--- config.mk ---
export PLATFORM = sky130hd
export DESIGN_NAME = btu_branch_target_unit
export DESIGN_NICKNAME = d
export VERILOG_FILES = /design/src/rtl/btu_pkg.sv /design/src/rtl/btu_calc_if.sv /design/src/rtl/btu_branch_target_unit.sv /design/src/rtl/btu_calc.sv
export SDC_FILE = /design/constraint.sdc
export NUM_CORES = 1
export LEC_CHECK = 0
export BUFFER_PORTS_ARGS = -buffer_cell sky130_fd_sc_hd__buf_2
export CAP_MARGIN = 20
export CORE_UTILIZATION = 40
export DETAILED_ROUTE_END_ITERATION = 12
export PLACE_DENSITY_LB_ADDON = 0.12
export SYNTH_ARGS = -nofsm -noshare
export SYNTH_HDL_FRONTEND = slang
export SYNTH_HIERARCHICAL = 1
export SYNTH_SLANG_ARGS = --single-unit
export TNS_END_PERCENT = 50
--- constraint.sdc ---
create_clock -name CLK -period 0.85 [get_ports CLK]
set_input_delay 0.0425 -clock CLK [delete_from_list [all_inputs] [get_ports CLK]]
set_output_delay 0.0425 -clock CLK [all_outputs]
set_load 0.005 [all_outputs]
--- src/rtl/btu_pkg.sv ---
package btu_pkg;
	localparam int PC_W = 16;
	localparam int OFS_W = 8;
	localparam int PAGE_W = 11;
	localparam int PAGE_HI_W = 3;
	localparam int PAGE_HI_LSB = 5;
	localparam logic [PC_W-1:0] PC_RESET = 16'h0000;
	localparam int REL_MIN = -128;
	localparam int REL_MAX = 127;
	typedef enum logic [2:0] {
		BTU_NONE = 3'b000,
		BTU_SHORT_RELATIVE_JUMP = 3'b001,
		BTU_PAGE_JUMP = 3'b010,
		BTU_PAGE_CALL = 3'b011,
		BTU_LONG_JUMP = 3'b100,
		BTU_LONG_CALL = 3'b101
	} btu_op_e;
endpackage

--- src/rtl/btu_calc_if.sv ---
`timescale 1ns/1ns
`default_nettype none
interface btu_calc_if;
	import btu_pkg::*;
	btu_op_e op;
	logic [15:0] pc_inc;
	logic [7:0] opcode;
	logic [7:0] operand_lo;
	logic [7:0] operand_hi;
	logic [15:0] target;
	logic is_call;
	logic is_branch;
	modport top (output op, pc_inc, opcode, operand_lo, operand_hi, input target, is_call, is_branch);
	modport calc (input op, pc_inc, opcode, operand_lo, operand_hi, output target, is_call, is_branch);
endinterface
`default_nettype wire

--- src/rtl/btu_branch_target_unit.sv ---
`timescale 1ns/1ns
`default_nettype none
module btu_branch_target_unit
	import btu_pkg::*;
(
	// Core
	input wire logic CLK,
	input wire logic RESET,
	// Decoder request
	input wire logic REQ_VALID,
	input wire logic [2:0] OP,
	input wire logic [15:0] PC_INC,
	input wire logic [7:0] OPCODE,
	input wire logic [7:0] OPERAND_LO,
	input wire logic [7:0] OPERAND_HI,
	// Result
	output logic PC_LOAD,
	output logic [15:0] PC_NEW,
	output logic RET_PUSH,
	output logic [15:0] RET_ADDR
);
	btu_calc_if cif();
	logic pc_load_reg, pc_load_next;
	logic ret_push_reg, ret_push_next;
	logic [15:0] pc_new_reg, pc_new_next;
	logic [15:0] ret_addr_reg, ret_addr_next;

	// ****************
	// Decode
	// ****************
	assign cif.op = REQ_VALID ? btu_op_e'(OP) : BTU_NONE;
	assign cif.pc_inc = PC_INC;
	assign cif.opcode = OPCODE;
	assign cif.operand_lo = OPERAND_LO;
	assign cif.operand_hi = OPERAND_HI;

	btu_calc u_calc (
		.cif(cif)
	);

	// ****************
	// Result registers
	// ****************
	always_comb begin
		pc_load_next = cif.is_branch;
		pc_new_next = cif.is_branch ? cif.target : pc_new_reg;
		ret_push_next = cif.is_call;
		ret_addr_next = cif.is_call ? PC_INC : ret_addr_reg;
	end

	always_ff @(posedge CLK or posedge RESET) begin
		if (RESET) begin
			pc_load_reg <= 1'b0;
			ret_push_reg <= 1'b0;
			pc_new_reg <= PC_RESET;
			ret_addr_reg <= PC_RESET;
		end else begin
			pc_load_reg <= pc_load_next;
			ret_push_reg <= ret_push_next;
			pc_new_reg <= pc_new_next;
			ret_addr_reg <= ret_addr_next;
		end
	end

	assign PC_LOAD = pc_load_reg;
	assign PC_NEW = pc_new_reg;
	assign RET_PUSH = ret_push_reg;
	assign RET_ADDR = ret_addr_reg;

	// ****************
	// Checks
	// ****************

	// Request classes as the decoder presents them
	function automatic logic is_rel_op(input logic [2:0] code);
		is_rel_op = (code == BTU_SHORT_RELATIVE_JUMP);
	endfunction

	function automatic logic is_page_op(input logic [2:0] code);
		is_page_op = (code == BTU_PAGE_JUMP) || (code == BTU_PAGE_CALL);
	endfunction

	function automatic logic is_long_op(input logic [2:0] code);
		is_long_op = (code == BTU_LONG_JUMP) || (code == BTU_LONG_CALL);
	endfunction

	function automatic logic is_call_op(input logic [2:0] code);
		is_call_op = (code == BTU_PAGE_CALL) || (code == BTU_LONG_CALL);
	endfunction

	// ****************
	// Check helpers
	// ****************
	// Requests seen at the last edge, cleared by reset so no false pulse follows it
	logic chk_taken, chk_call;
	logic chk_taken_reg, chk_taken_next;
	logic chk_call_reg, chk_call_next;

	assign chk_taken = REQ_VALID && (is_rel_op(OP) || is_page_op(OP) || is_long_op(OP));
	assign chk_call = REQ_VALID && is_call_op(OP);

	always_comb begin
		chk_taken_next = chk_taken;
		chk_call_next = chk_call;
	end

	always_ff @(posedge CLK or posedge RESET) begin
		if (RESET) begin
			chk_taken_reg <= 1'b0;
			chk_call_reg <= 1'b0;
		end else begin
			chk_taken_reg <= chk_taken_next;
			chk_call_reg <= chk_call_next;
		end
	end
endmodule
`default_nettype wire

--- src/rtl/btu_calc.sv ---
`timescale 1ns/1ns
`default_nettype none
module btu_calc
	import btu_pkg::*;
(
	btu_calc_if.calc cif
);
	// ****************
	// Page field
	// ****************
	function automatic logic [PAGE_W-1:0] page_field(input logic [7:0] opc, input logic [7:0] lo);
		page_field = {opc[PAGE_HI_LSB +: PAGE_HI_W], lo};
	endfunction

	always_comb begin
		cif.target = cif.pc_inc;
		cif.is_call = 1'b0;
		cif.is_branch = 1'b1;
		unique case (cif.op)
			BTU_SHORT_RELATIVE_JUMP: begin
				cif.target = cif.pc_inc + {{(PC_W-OFS_W){cif.operand_lo[7]}}, cif.operand_lo};
			end
			BTU_PAGE_JUMP, BTU_PAGE_CALL: begin
				cif.target = {cif.pc_inc[PC_W-1:PAGE_W], page_field(cif.opcode, cif.operand_lo)};
				cif.is_call = (cif.op == BTU_PAGE_CALL);
			end
			BTU_LONG_JUMP, BTU_LONG_CALL: begin
				cif.target = {cif.operand_hi, cif.operand_lo};
				cif.is_call = (cif.op == BTU_LONG_CALL);
			end
			default: begin
				cif.is_branch = 1'b0;
			end
		endcase
	end
endmodule
`default_nettype wire

* Word level (Yosys, flattened, before mapping) *
Cells that the tools add are included.

word-level totals
  ROM bits = 0
  logic and storage cells = 17
  memory bits (writable) = 0
  flip-flop bits (word level) = 34
  memories kept = 0
  output and inout bits = 34
  bits in latches = 0
  input bits = 46

operators by class
  equal/unequal tests = 5
  shift operators = 0
  add/subtract/negate cells = 1
  div/mod/pow operators = 0
  $mul = 0
  bitwise gates (word level) = 0
  order comparisons = 0
  mux-type cells = 4
  reduce and logical (&&, ||, !) cells = 3

operator list
  operator            count
  $pmux 16 s3         1
  $add 16x16->16      1
  $eq 3x2->1 const B  2
  $eq 3x3->1 const B  2
  $reduce_or 5->1     1
  $reduce_or 2->1     2
  $eq 3x1->1 const B  1
  $mux 3              1
  $pmux 1 s2          1
  $mux 1              1

* Depth between registers and ports, before layout *
Gate-level depths: netlist of run 1.

  depth in word-level cells = 4
  depth in mapped cells = 11
  gate-level depth less buffers = 10

* Hierarchy *
The synthesis of run 1 kept the hierarchy.

by module, submodules not included
  module                  times used  cells each  area an instance (um^2)
  btu_branch_target_unit  1           74          1,371.3
  btu_calc                1           178         1,204.9

* Least setup slack after synthesis of run 1 *
OpenSTA, ideal clock, no wires.

  path type = input-to-reg
  start point = in PC_INC[0]
  end point = reg pc_new_reg[12], in the netlist PC_NEW[12]
  cell stages on the path = 10
  path slack = -1,065 ps
  arrival time = 1,851 ps
  data required time = 786 ps
  cells stage by stage = ha_1 inv_1 fa_1 and2b_1 o2111ai_1 a31oi_1 nor2b_1 or4_1 nand2_1 mux2_4

on the way
  longest elaborated chain between the ends = 2

RTL lines
  what                  RTL line                      source
  from (decl)           btu_branch_target_unit.sv:12  input wire logic [15:0] PC_INC,
  $add 16x16->16        btu_calc.sv:21                cif.target = cif.pc_inc + {{(PC_W-OFS_W){cif.operand_lo[7]}}, cif.operand_lo};
  $pmux 16 s3           btu_calc.sv:19                unique case (cif.op)
  via cif.target[12]    btu_calc_if.sv:10             logic [15:0] target;
  to (signal assigned)  btu_branch_target_unit.sv:60  pc_new_reg <= pc_new_next;
  to (decl)             btu_branch_target_unit.sv:25  logic [15:0] pc_new_reg, pc_new_next;

The timed path passes the listed nets, and every way through them passes these cells.
A chain may end at the register's enable or synchronous reset.

* Worst setup path in the final report of run 1 *
Same ends and word-level chain as after synthesis.

==> metrics.md, run 1 <==
| Metric | Value |
|---|---|
| Post-Syn Instances | 252 |
| Layout area overhead | 65.61% |
| Max incr delay on CP | 0.39 ns |
| Global-route wire length before repair | around 12 mm |
| Clock Power Share | between 15 and 20% |
| Horiz. Die Dim | around 82 um |
| CP Data Arrival Time | 1.94 ns |
| Crit-path max FO | 3 |
| CTS Sinks | 34 |
| Bufs on Longest Clock Path | 2 |
| Core ar. | a little over 6000 sq um |
| Slowest cell on crit path | or4_1 |
| Yosys reg bits | 34 |
| Area of the multi-input gates | just under 2000 sq um |
| Failing checks | negative setup slack |
| Post-synth EDFFs | 0 |
| Min-Delay Path Class | primary input to flip-flop |
| Nets | 466 |
| DP HPWL | approximately 5.3 mm |
| Worst-path cell chain | buf_8, ha_4, inv_2, fa_2, and2b_1, o2111ai_4, a31oi_4, nor2b_2, or4_1, nand2_1, mux2_4 |
| PortBufs | 74 |
| Clock transition at the registers of the reported paths | roughly 0.080 ns |
| Fillers | roughly 440 |
| Leak pwr | approximately 2 nW |
| Share of cells above drive strength 1 | 62.19% |
| All-Layer GR Usage | a little under a quarter |
| Final Wtd Congestion | 0.8635 |
| Vias | ~2600 |
| Asr flop ratio synth | 100.0% |
| Finished Layout Cells | ~480 |
| CTS Buf Count | 5 |
| Dpl ws | -1.227 ns |
| # rows | 28 |
| Reg power frac | between 30% and 40% |
| Final period util | 200.5% |
| Switch share | roughly 32% |
| Max_cap viols | 0 |
| Placed cell count | between 400 and 500 |
| Sequential share of the synthesized area | roughly 33% |
| Most common cell after layout, fill and taps aside | buf_4 |
| Final ANT Viol Nets | 0 |
| Combinational fraction of design power | 48.6% |
| Area of the die | a little under 7000 sq um |
| CP Buf/Inv Count | 2 |
| Post-synthesis cell type count | between 50 and 60 |
| Via-per-instance ratio | approximately 5.4 |
| Crit path time final | ~1.7 ns |
| DRT iter0 DRCs | 99 |
| Max Clk Rate | between 500 and 600 MHz |
| Overflow after GRT | 0 |
| P_sw | around 2.2 mW |
| Unrepaired setup endpoints after global routing | yes |
| Initial antenna violation count | 0 |
| Total wire length | 7.924 mm |
| CP startpoint kind | primary input |
| Tightest Pin Transition | 0.3625 ns |
| Starting Density | between 40% and 50% |
| H-tree depth | 2 |
| Setup TNS | -18.44 ns |
| Outcome | finished with violations |
| Commonest non-fill, non-tap cells in the layout | 63 x buf_4, 61 x buf_2, 34 x dfrtp_1, 31 x mux2_4, 21 x buf_6 |
| Final hold vios | 0 |
| Setup-failing EPs final | 40 |
| Final WS setup | -0.8546 ns |
| Top FF cell, synth | dfrtp_1 |
| Syn avg cell area | between 10 and 15 sq um |
| Worst-Skew Late Latency | between 0.2 and 0.3 ns |
| Setup crit end kind | flip-flop |
| Yosys warns | 6 |
| Max VDD drop | about 1.1 mV |
| Vias in the first global route | 2480 |
| Pin count of the biggest net entering global routing | 35 |
| Die height | 82.26 um |
| PD cells | roughly 1600 nW/um^2 |
| IO Count | 80 |
| Min Hold Slack | about 0.015 ns |
| Register area | 850.8 sq um |
| Layout Skew | 0 ns |
| Crit Path Class | primary input to flip-flop |
| CTS tree | built |
| Req. time, crit path | 1.09 ns |
| Post-Syn Area | 2576 sq um |
| Synth Net Count | 316 |
| Drt drc | 0 |
| Family with the most delay on the worst path | simple AND/OR/NAND/NOR gates |
| P_int | between 4 and 5 mW |
| Antenna fix cells | 0 |
| Slew Viols, Final | 0 |
| Drt pass-1 iters | 6 |
| Slew HR | approximately three quarters |
| WL/cell | between 15 and 20 um |
| Root Driver | clkbuf_8 |
[routing by layer]
layer / wire, um / vias up / GRT usage, % / part of all wire (%)
li1: - / 1227 / - / -
met5: 0 / - / 0 / 0
met4: 213 / 0 / 8.246 / 2.7
met1: 3569 / 1239 / 29.68 / 45
met2: 3832 / 73 / 41.98 / 48
met3: 308 / 19 / 3.407 / 3.9
[worst paths after layout]
kind,start,endpoint,slack [ns],depth (start not counted)
worst max-delay path,PC_INC[0],PC_NEW[12]$_DFFE_PP0P_,-0.85,11
worst min-delay path,PC_INC[1],RET_ADDR[1]$_DFFE_PP0P_,0.01,2
worst max register to register,PC_NEW[14]$_DFFE_PP0P_,PC_NEW[14]$_DFFE_PP0P_,0.07,1
worst min register to register,RET_ADDR[10]$_DFFE_PP0P_,RET_ADDR[10]$_DFFE_PP0P_,0.51,1
max in group asynchronous,RESET,PC_NEW[3]$_DFFE_PP0P_,0.33,4
min in group asynchronous,RESET,PC_NEW[13]$_DFFE_PP0P_,0.32,4
[cells in the mapped netlist (all sizes together) (2+ instances only)]
library cell,number,area share (%)
a22o,2,0.68
mux2,32,17
nand2,18,2.6
nand3,11,2.1
ha,17,8.3
a31oi,7,1.7
nand4,2,0.49
and2,3,0.73
a211oi,2,0.58
a311o,2,0.78
clkbuf,7,1.0
o211ai,2,0.78
o21ai,9,1.7
a32oi,4,1.4
nor2,18,2.6
mux2i,3,1.2
nand2b,2,0.49
a21o,2,0.58
a22oi,3,0.87
dfrtp,34,33
a21oi,16,3.1
xnor2,4,1.4
buf,6,2.8
inv,11,1.6
xor2,9,3.1
and3,5,1.2
[power groups by stage]
| stage | clock network [mW] | logic (mW) | registers [mW] |
|---|---|---|---|
| 6_report | 1.19 | 3.32 | 2.32 |
| 3_5_place_dp | 0 | 2.75 | 2.34 |
| 3_3_place_gp | 0 | 2.70 | 2.33 |
| 2_1_floorplan | 0 | 1.55 | 2.38 |
| 4_1_cts | 1.23 | 3.08 | 2.33 |
| 5_1_grt | 1.30 | 3.60 | 2.38 |
[kinds of logic (layout without fill, tap and decap cells)]
kind of cell	Yosys count	after routing	share of synthesized area [%]
fa+ha+maj	18	18	9.033
mux	35	35	18.07
xor+xnor	13	13	4.420
buf+inv	24	174	5.440
simple gates	66	66	12.19
flops	34	34	33.03
compound gates	62	62	17.82
[flip-flops by register name (all words and copies together) (netlist names)]
register	cells
PC_NEW	16
RET_ADDR	16
PC_LOAD	1
RET_PUSH	1
[area by class of cell]
class	instances	share of cell area, %
multi-input combinational	194	46.57
clock buffer	5	1.613
clock inverter	2	0.2346
sequential	34	19.94
tap	75	2.199
timing repair buffer	156	28.42
inverter	11	1.026
[per-stage QoR]
step	cell area, sq um	total power, mW	utilization (%)
after CTS	4041	6.631	66.68
final	4267	6.828	70.40
after floorplan	2733	3.929	-
after detailed placement	3606	5.096	59.50
after global routing	4267	7.276	70.40
after global placement	3606	5.034	59.50
[what timing repair did]
action,in CTS,in global routing
resized for setup,53,53
hold endpoints to repair,34,0
hold buffers,1,0
endpoints found under the setup margin,55,66
pin swaps,11,26
cloned,2,0
buffers inserted,9,7
Power figures use the tool's default switching activity.
==> run 2, diff against run 1 <==
Settings changed: CORE_UTILIZATION 40 to 47, CTS_BUF_LIST from default to sky130_fd_sc_hd__clkbuf_16, SETUP_SLACK_MARGIN from default to 0.02.
==> run 2 against run 1 <==
Against the previous run: via count rose by 7.4%; highest routed layer unchanged; largest power group unchanged; combinational power rose by 5%; register-to-register slack barely moved; utilization rose by 15 points; die area fell by 15%; non-clock buffer count rose by 1; the run still ends with negative setup slack left; largest cell class unchanged; critical path type unchanged.
==> metrics.md, run 2 (synthesis results as in run 1) <==
| Metric | Value |
|---|---|
| Outcome | finished with violations |
| Failing checks | negative setup slack |
| Horiz. Die Dim | 76.04 um (-7.6%) |
| Core ar. | 5205 sq um (-14%) |
| Setup-failing EPs final | 35 (-13%) |
| Max incr delay on CP | 0.27 ns (-0.12 ns) |
| Most common cell after layout, fill and taps aside | buf_4 |
| Clock Power Share | 26.7% (+9.2 points) |
| Vias in the first global route | 2619 (+5.6%) |
| Starting Density | 49.50% (+7.0 points) |
| Slew HR | 75.26% (-0.57 points) |
| Final Wtd Congestion | 0.8716 (+0.94%) |
| Layout area overhead | 72.17% |
| Clock transition at the registers of the reported paths | 0.06 ns (-0.02 ns) |
| WL/cell | 20.08 um (+21%) |
| Worst-Skew Late Latency | 0.28 ns (about the same) |
| Switch share | 31.03% (-1.4 points) |
| Worst-path cell chain | buf_8, ha_4, inv_2, fa_2, and2b_1, o2111ai_2, a31oi_4, nor2b_2, xor2_1, a22oi_1, mux2_4 |
| Slowest cell on crit path | mux2_4 |
| H-tree depth | 2 (unchanged) |
| Final hold vios | 0 (unchanged) |
| Family with the most delay on the worst path | compound AO/OA/AOI/OAI gates |
| Fin util | 85.22% (+15 points) |
| P_sw | 2.463 mW (+11%) |
| Max VDD drop | 1.044 mV (-4.0%) |
| Final ANT Viol Nets | 0 (unchanged) |
| CTS Sinks | 34 (unchanged) |
| Leak pwr | 2.090 nW (+3.3%) |
| Req. time, crit path | 1.01 ns (-0.08 ns) |
| DP HPWL | 5.104 mm (-3.3%) |
| Reg power frac | 29.7% (-4.2 points) |
| Root Driver | clkbuf_16 |
| Min-Delay Path Class | primary input to flip-flop |
| Power Total | 7.937 mW (+16%) |
| Global-route wire length before repair | 12.12 mm (+0.29%) |
| Setup crit start | PC_INC[0] |
| Overflow after GRT | 0 (unchanged) |
| Vias | 2748 (+7.4%) |
| Commonest non-fill, non-tap cells in the layout | 61 x buf_4, 60 x buf_2, 34 x dfrtp_1, 30 x mux2_4, 21 x buf_6 |
| IO Count | 80 (unchanged) |
| CP Data Arrival Time | 1.98 ns (+0.04 ns) |
| Max Clk Rate | 552.0 MHz (-5.9%) |
| Layout Skew | 0 ns (unchanged) |
| Pin count of the biggest net entering global routing | 35 (unchanged) |
| Crit Path Class | primary input to flip-flop |
| P_int | 5.474 mW (+19%) |
| Area of the die | 5781 sq um (-15%) |
| DRT iter0 DRCs | 210 (+110%) |
| Nets | 467 (+0.21%) |
| Final WS setup | -0.9616 ns (-0.1070 ns) |
| Final period util | 213.1% (+13 points) |
| Crit Reg-Reg Startpoint | PC_NEW[5]$_DFFE_PP0P_ |
| Tightest Pin Transition | 0.3672 ns (+0.004647 ns) |
| Via-per-instance ratio | 5.797 (+8.1%) |
| Max_cap viols | 0 (unchanged) |
| Antenna fix cells | 0 (unchanged) |
| CP Buf/Inv Count | 2 (unchanged) |
| Drt drc | 0 (unchanged) |
| Die height | 76.04 um (-7.6%) |
| Unrepaired setup endpoints after global routing | yes |
| Total wire length | 9.518 mm (+20%) |
| All-Layer GR Usage | 26.28% (+2.4 points) |
| Min-delay src | PC_INC[1] |
| Drt pass-1 iters | 5 (-1) |
| Slew Viols, Final | 0 (unchanged) |
| PortBufs | 74 (unchanged) |
| Bufs on Longest Clock Path | 2 (unchanged) |
| Initial antenna violation count | 0 (unchanged) |
| Combinational fraction of design power | 43.7% (-4.9 points) |
| Crit-path max FO | 3 (unchanged) |
| CTS tree | built |
| Setup crit end kind | flip-flop |
| Share of cells above drive strength 1 | 62.87% (+0.68 points) |
| CTS Buf Count | 5 (unchanged) |
| CP startpoint kind | primary input |
| Crit path time final | 1.812 ns (+0.1070 ns) |
| PD cells | 1789 nW/um^2 (+12%) |
| # rows | 26 (-7.1%) |
==> run 2: repair_timing <==
| item | in CTS | in global routing |
|---|---|---|
| cloned | 1 | 1 |
| setup buffers | 6 | 15 |
| gates resized for setup | 36 | 67 |
| pin swaps | 9 | 20 |
| hold endpoints to repair | 34 | 0 |
| hold buffers | 1 | 0 |
| endpoints found under the setup margin | 47 | 67 |
==> run 2: stage by stage <==
| stage | cells | worst slack (ns) | TNS, ns | hold WS (ns) | cell area [sq um] |
|---|---|---|---|---|---|
| finish | 474 | -0.9616 | -21.85 | 0.02103 | 4436 |
| global route | 474 | -1.003 | -23.14 | 0.02763 | 4436 |
| global placement | 443 | -1.138 | -30.58 | 0.09579 | 3540 |
| floorplan | 252 | -0.9294 | -22.32 | 0.1841 | 2733 |
| CTS | 459 | -0.8452 | -20.28 | 0.03354 | 3988 |
| detailed placement | 443 | -1.199 | -31.25 | 0.1044 | 3540 |
==> run 2: routing by layer <==
layer | wire [um] | global-route usage, % | vias up
met2 | 4961 | 46.64 | 137
met4 | 293 | 9.423 | 0
li1 | - | - | 1230
met1 | 3683 | 31.63 | 1350
met3 | 580 | 5.030 | 31
met5 | 0 | 0 | -
==> run 2: worst paths after layout <==
kind / endpoint / slack [ns] / cells past startpoint
worst max register to register: PC_NEW[5]$_DFFE_PP0P_ / 0.06 / 1
worst min register to register: RET_ADDR[8]$_DFFE_PP0P_ / 0.50 / 1
min in group asynchronous: PC_NEW[13]$_DFFE_PP0P_ / 0.35 / 4
worst max-delay path: PC_NEW[8]$_DFFE_PP0P_ / -0.96 / 11
worst min-delay path: RET_ADDR[1]$_DFFE_PP0P_ / 0.02 / 2
max in group asynchronous: PC_NEW[6]$_DFFE_PP0P_ / 0.33 / 4
==> run 2: power by group through the flow <==
| stage | clock network (mW) | logic, mW | registers [mW] |
|---|---|---|---|
| 5_1_grt | 2.20 | 3.66 | 2.40 |
| 2_1_floorplan | 0 | 1.55 | 2.38 |
| 6_report | 2.12 | 3.47 | 2.35 |
| 4_1_cts | 2.13 | 2.92 | 2.33 |
| 3_3_place_gp | 0 | 2.64 | 2.33 |
| 3_5_place_dp | 0 | 2.68 | 2.35 |
==> run 2: layout make-up <==
cell class	count	area (sq um)
fill	271	769.5
tap	70	87.58
timing repair buffer	157	1270
sequential	34	850.8
clock buffer	5	125.1
inverter	11	46.29
clock inverter	3	45.04
multi-input combinational	194	2011
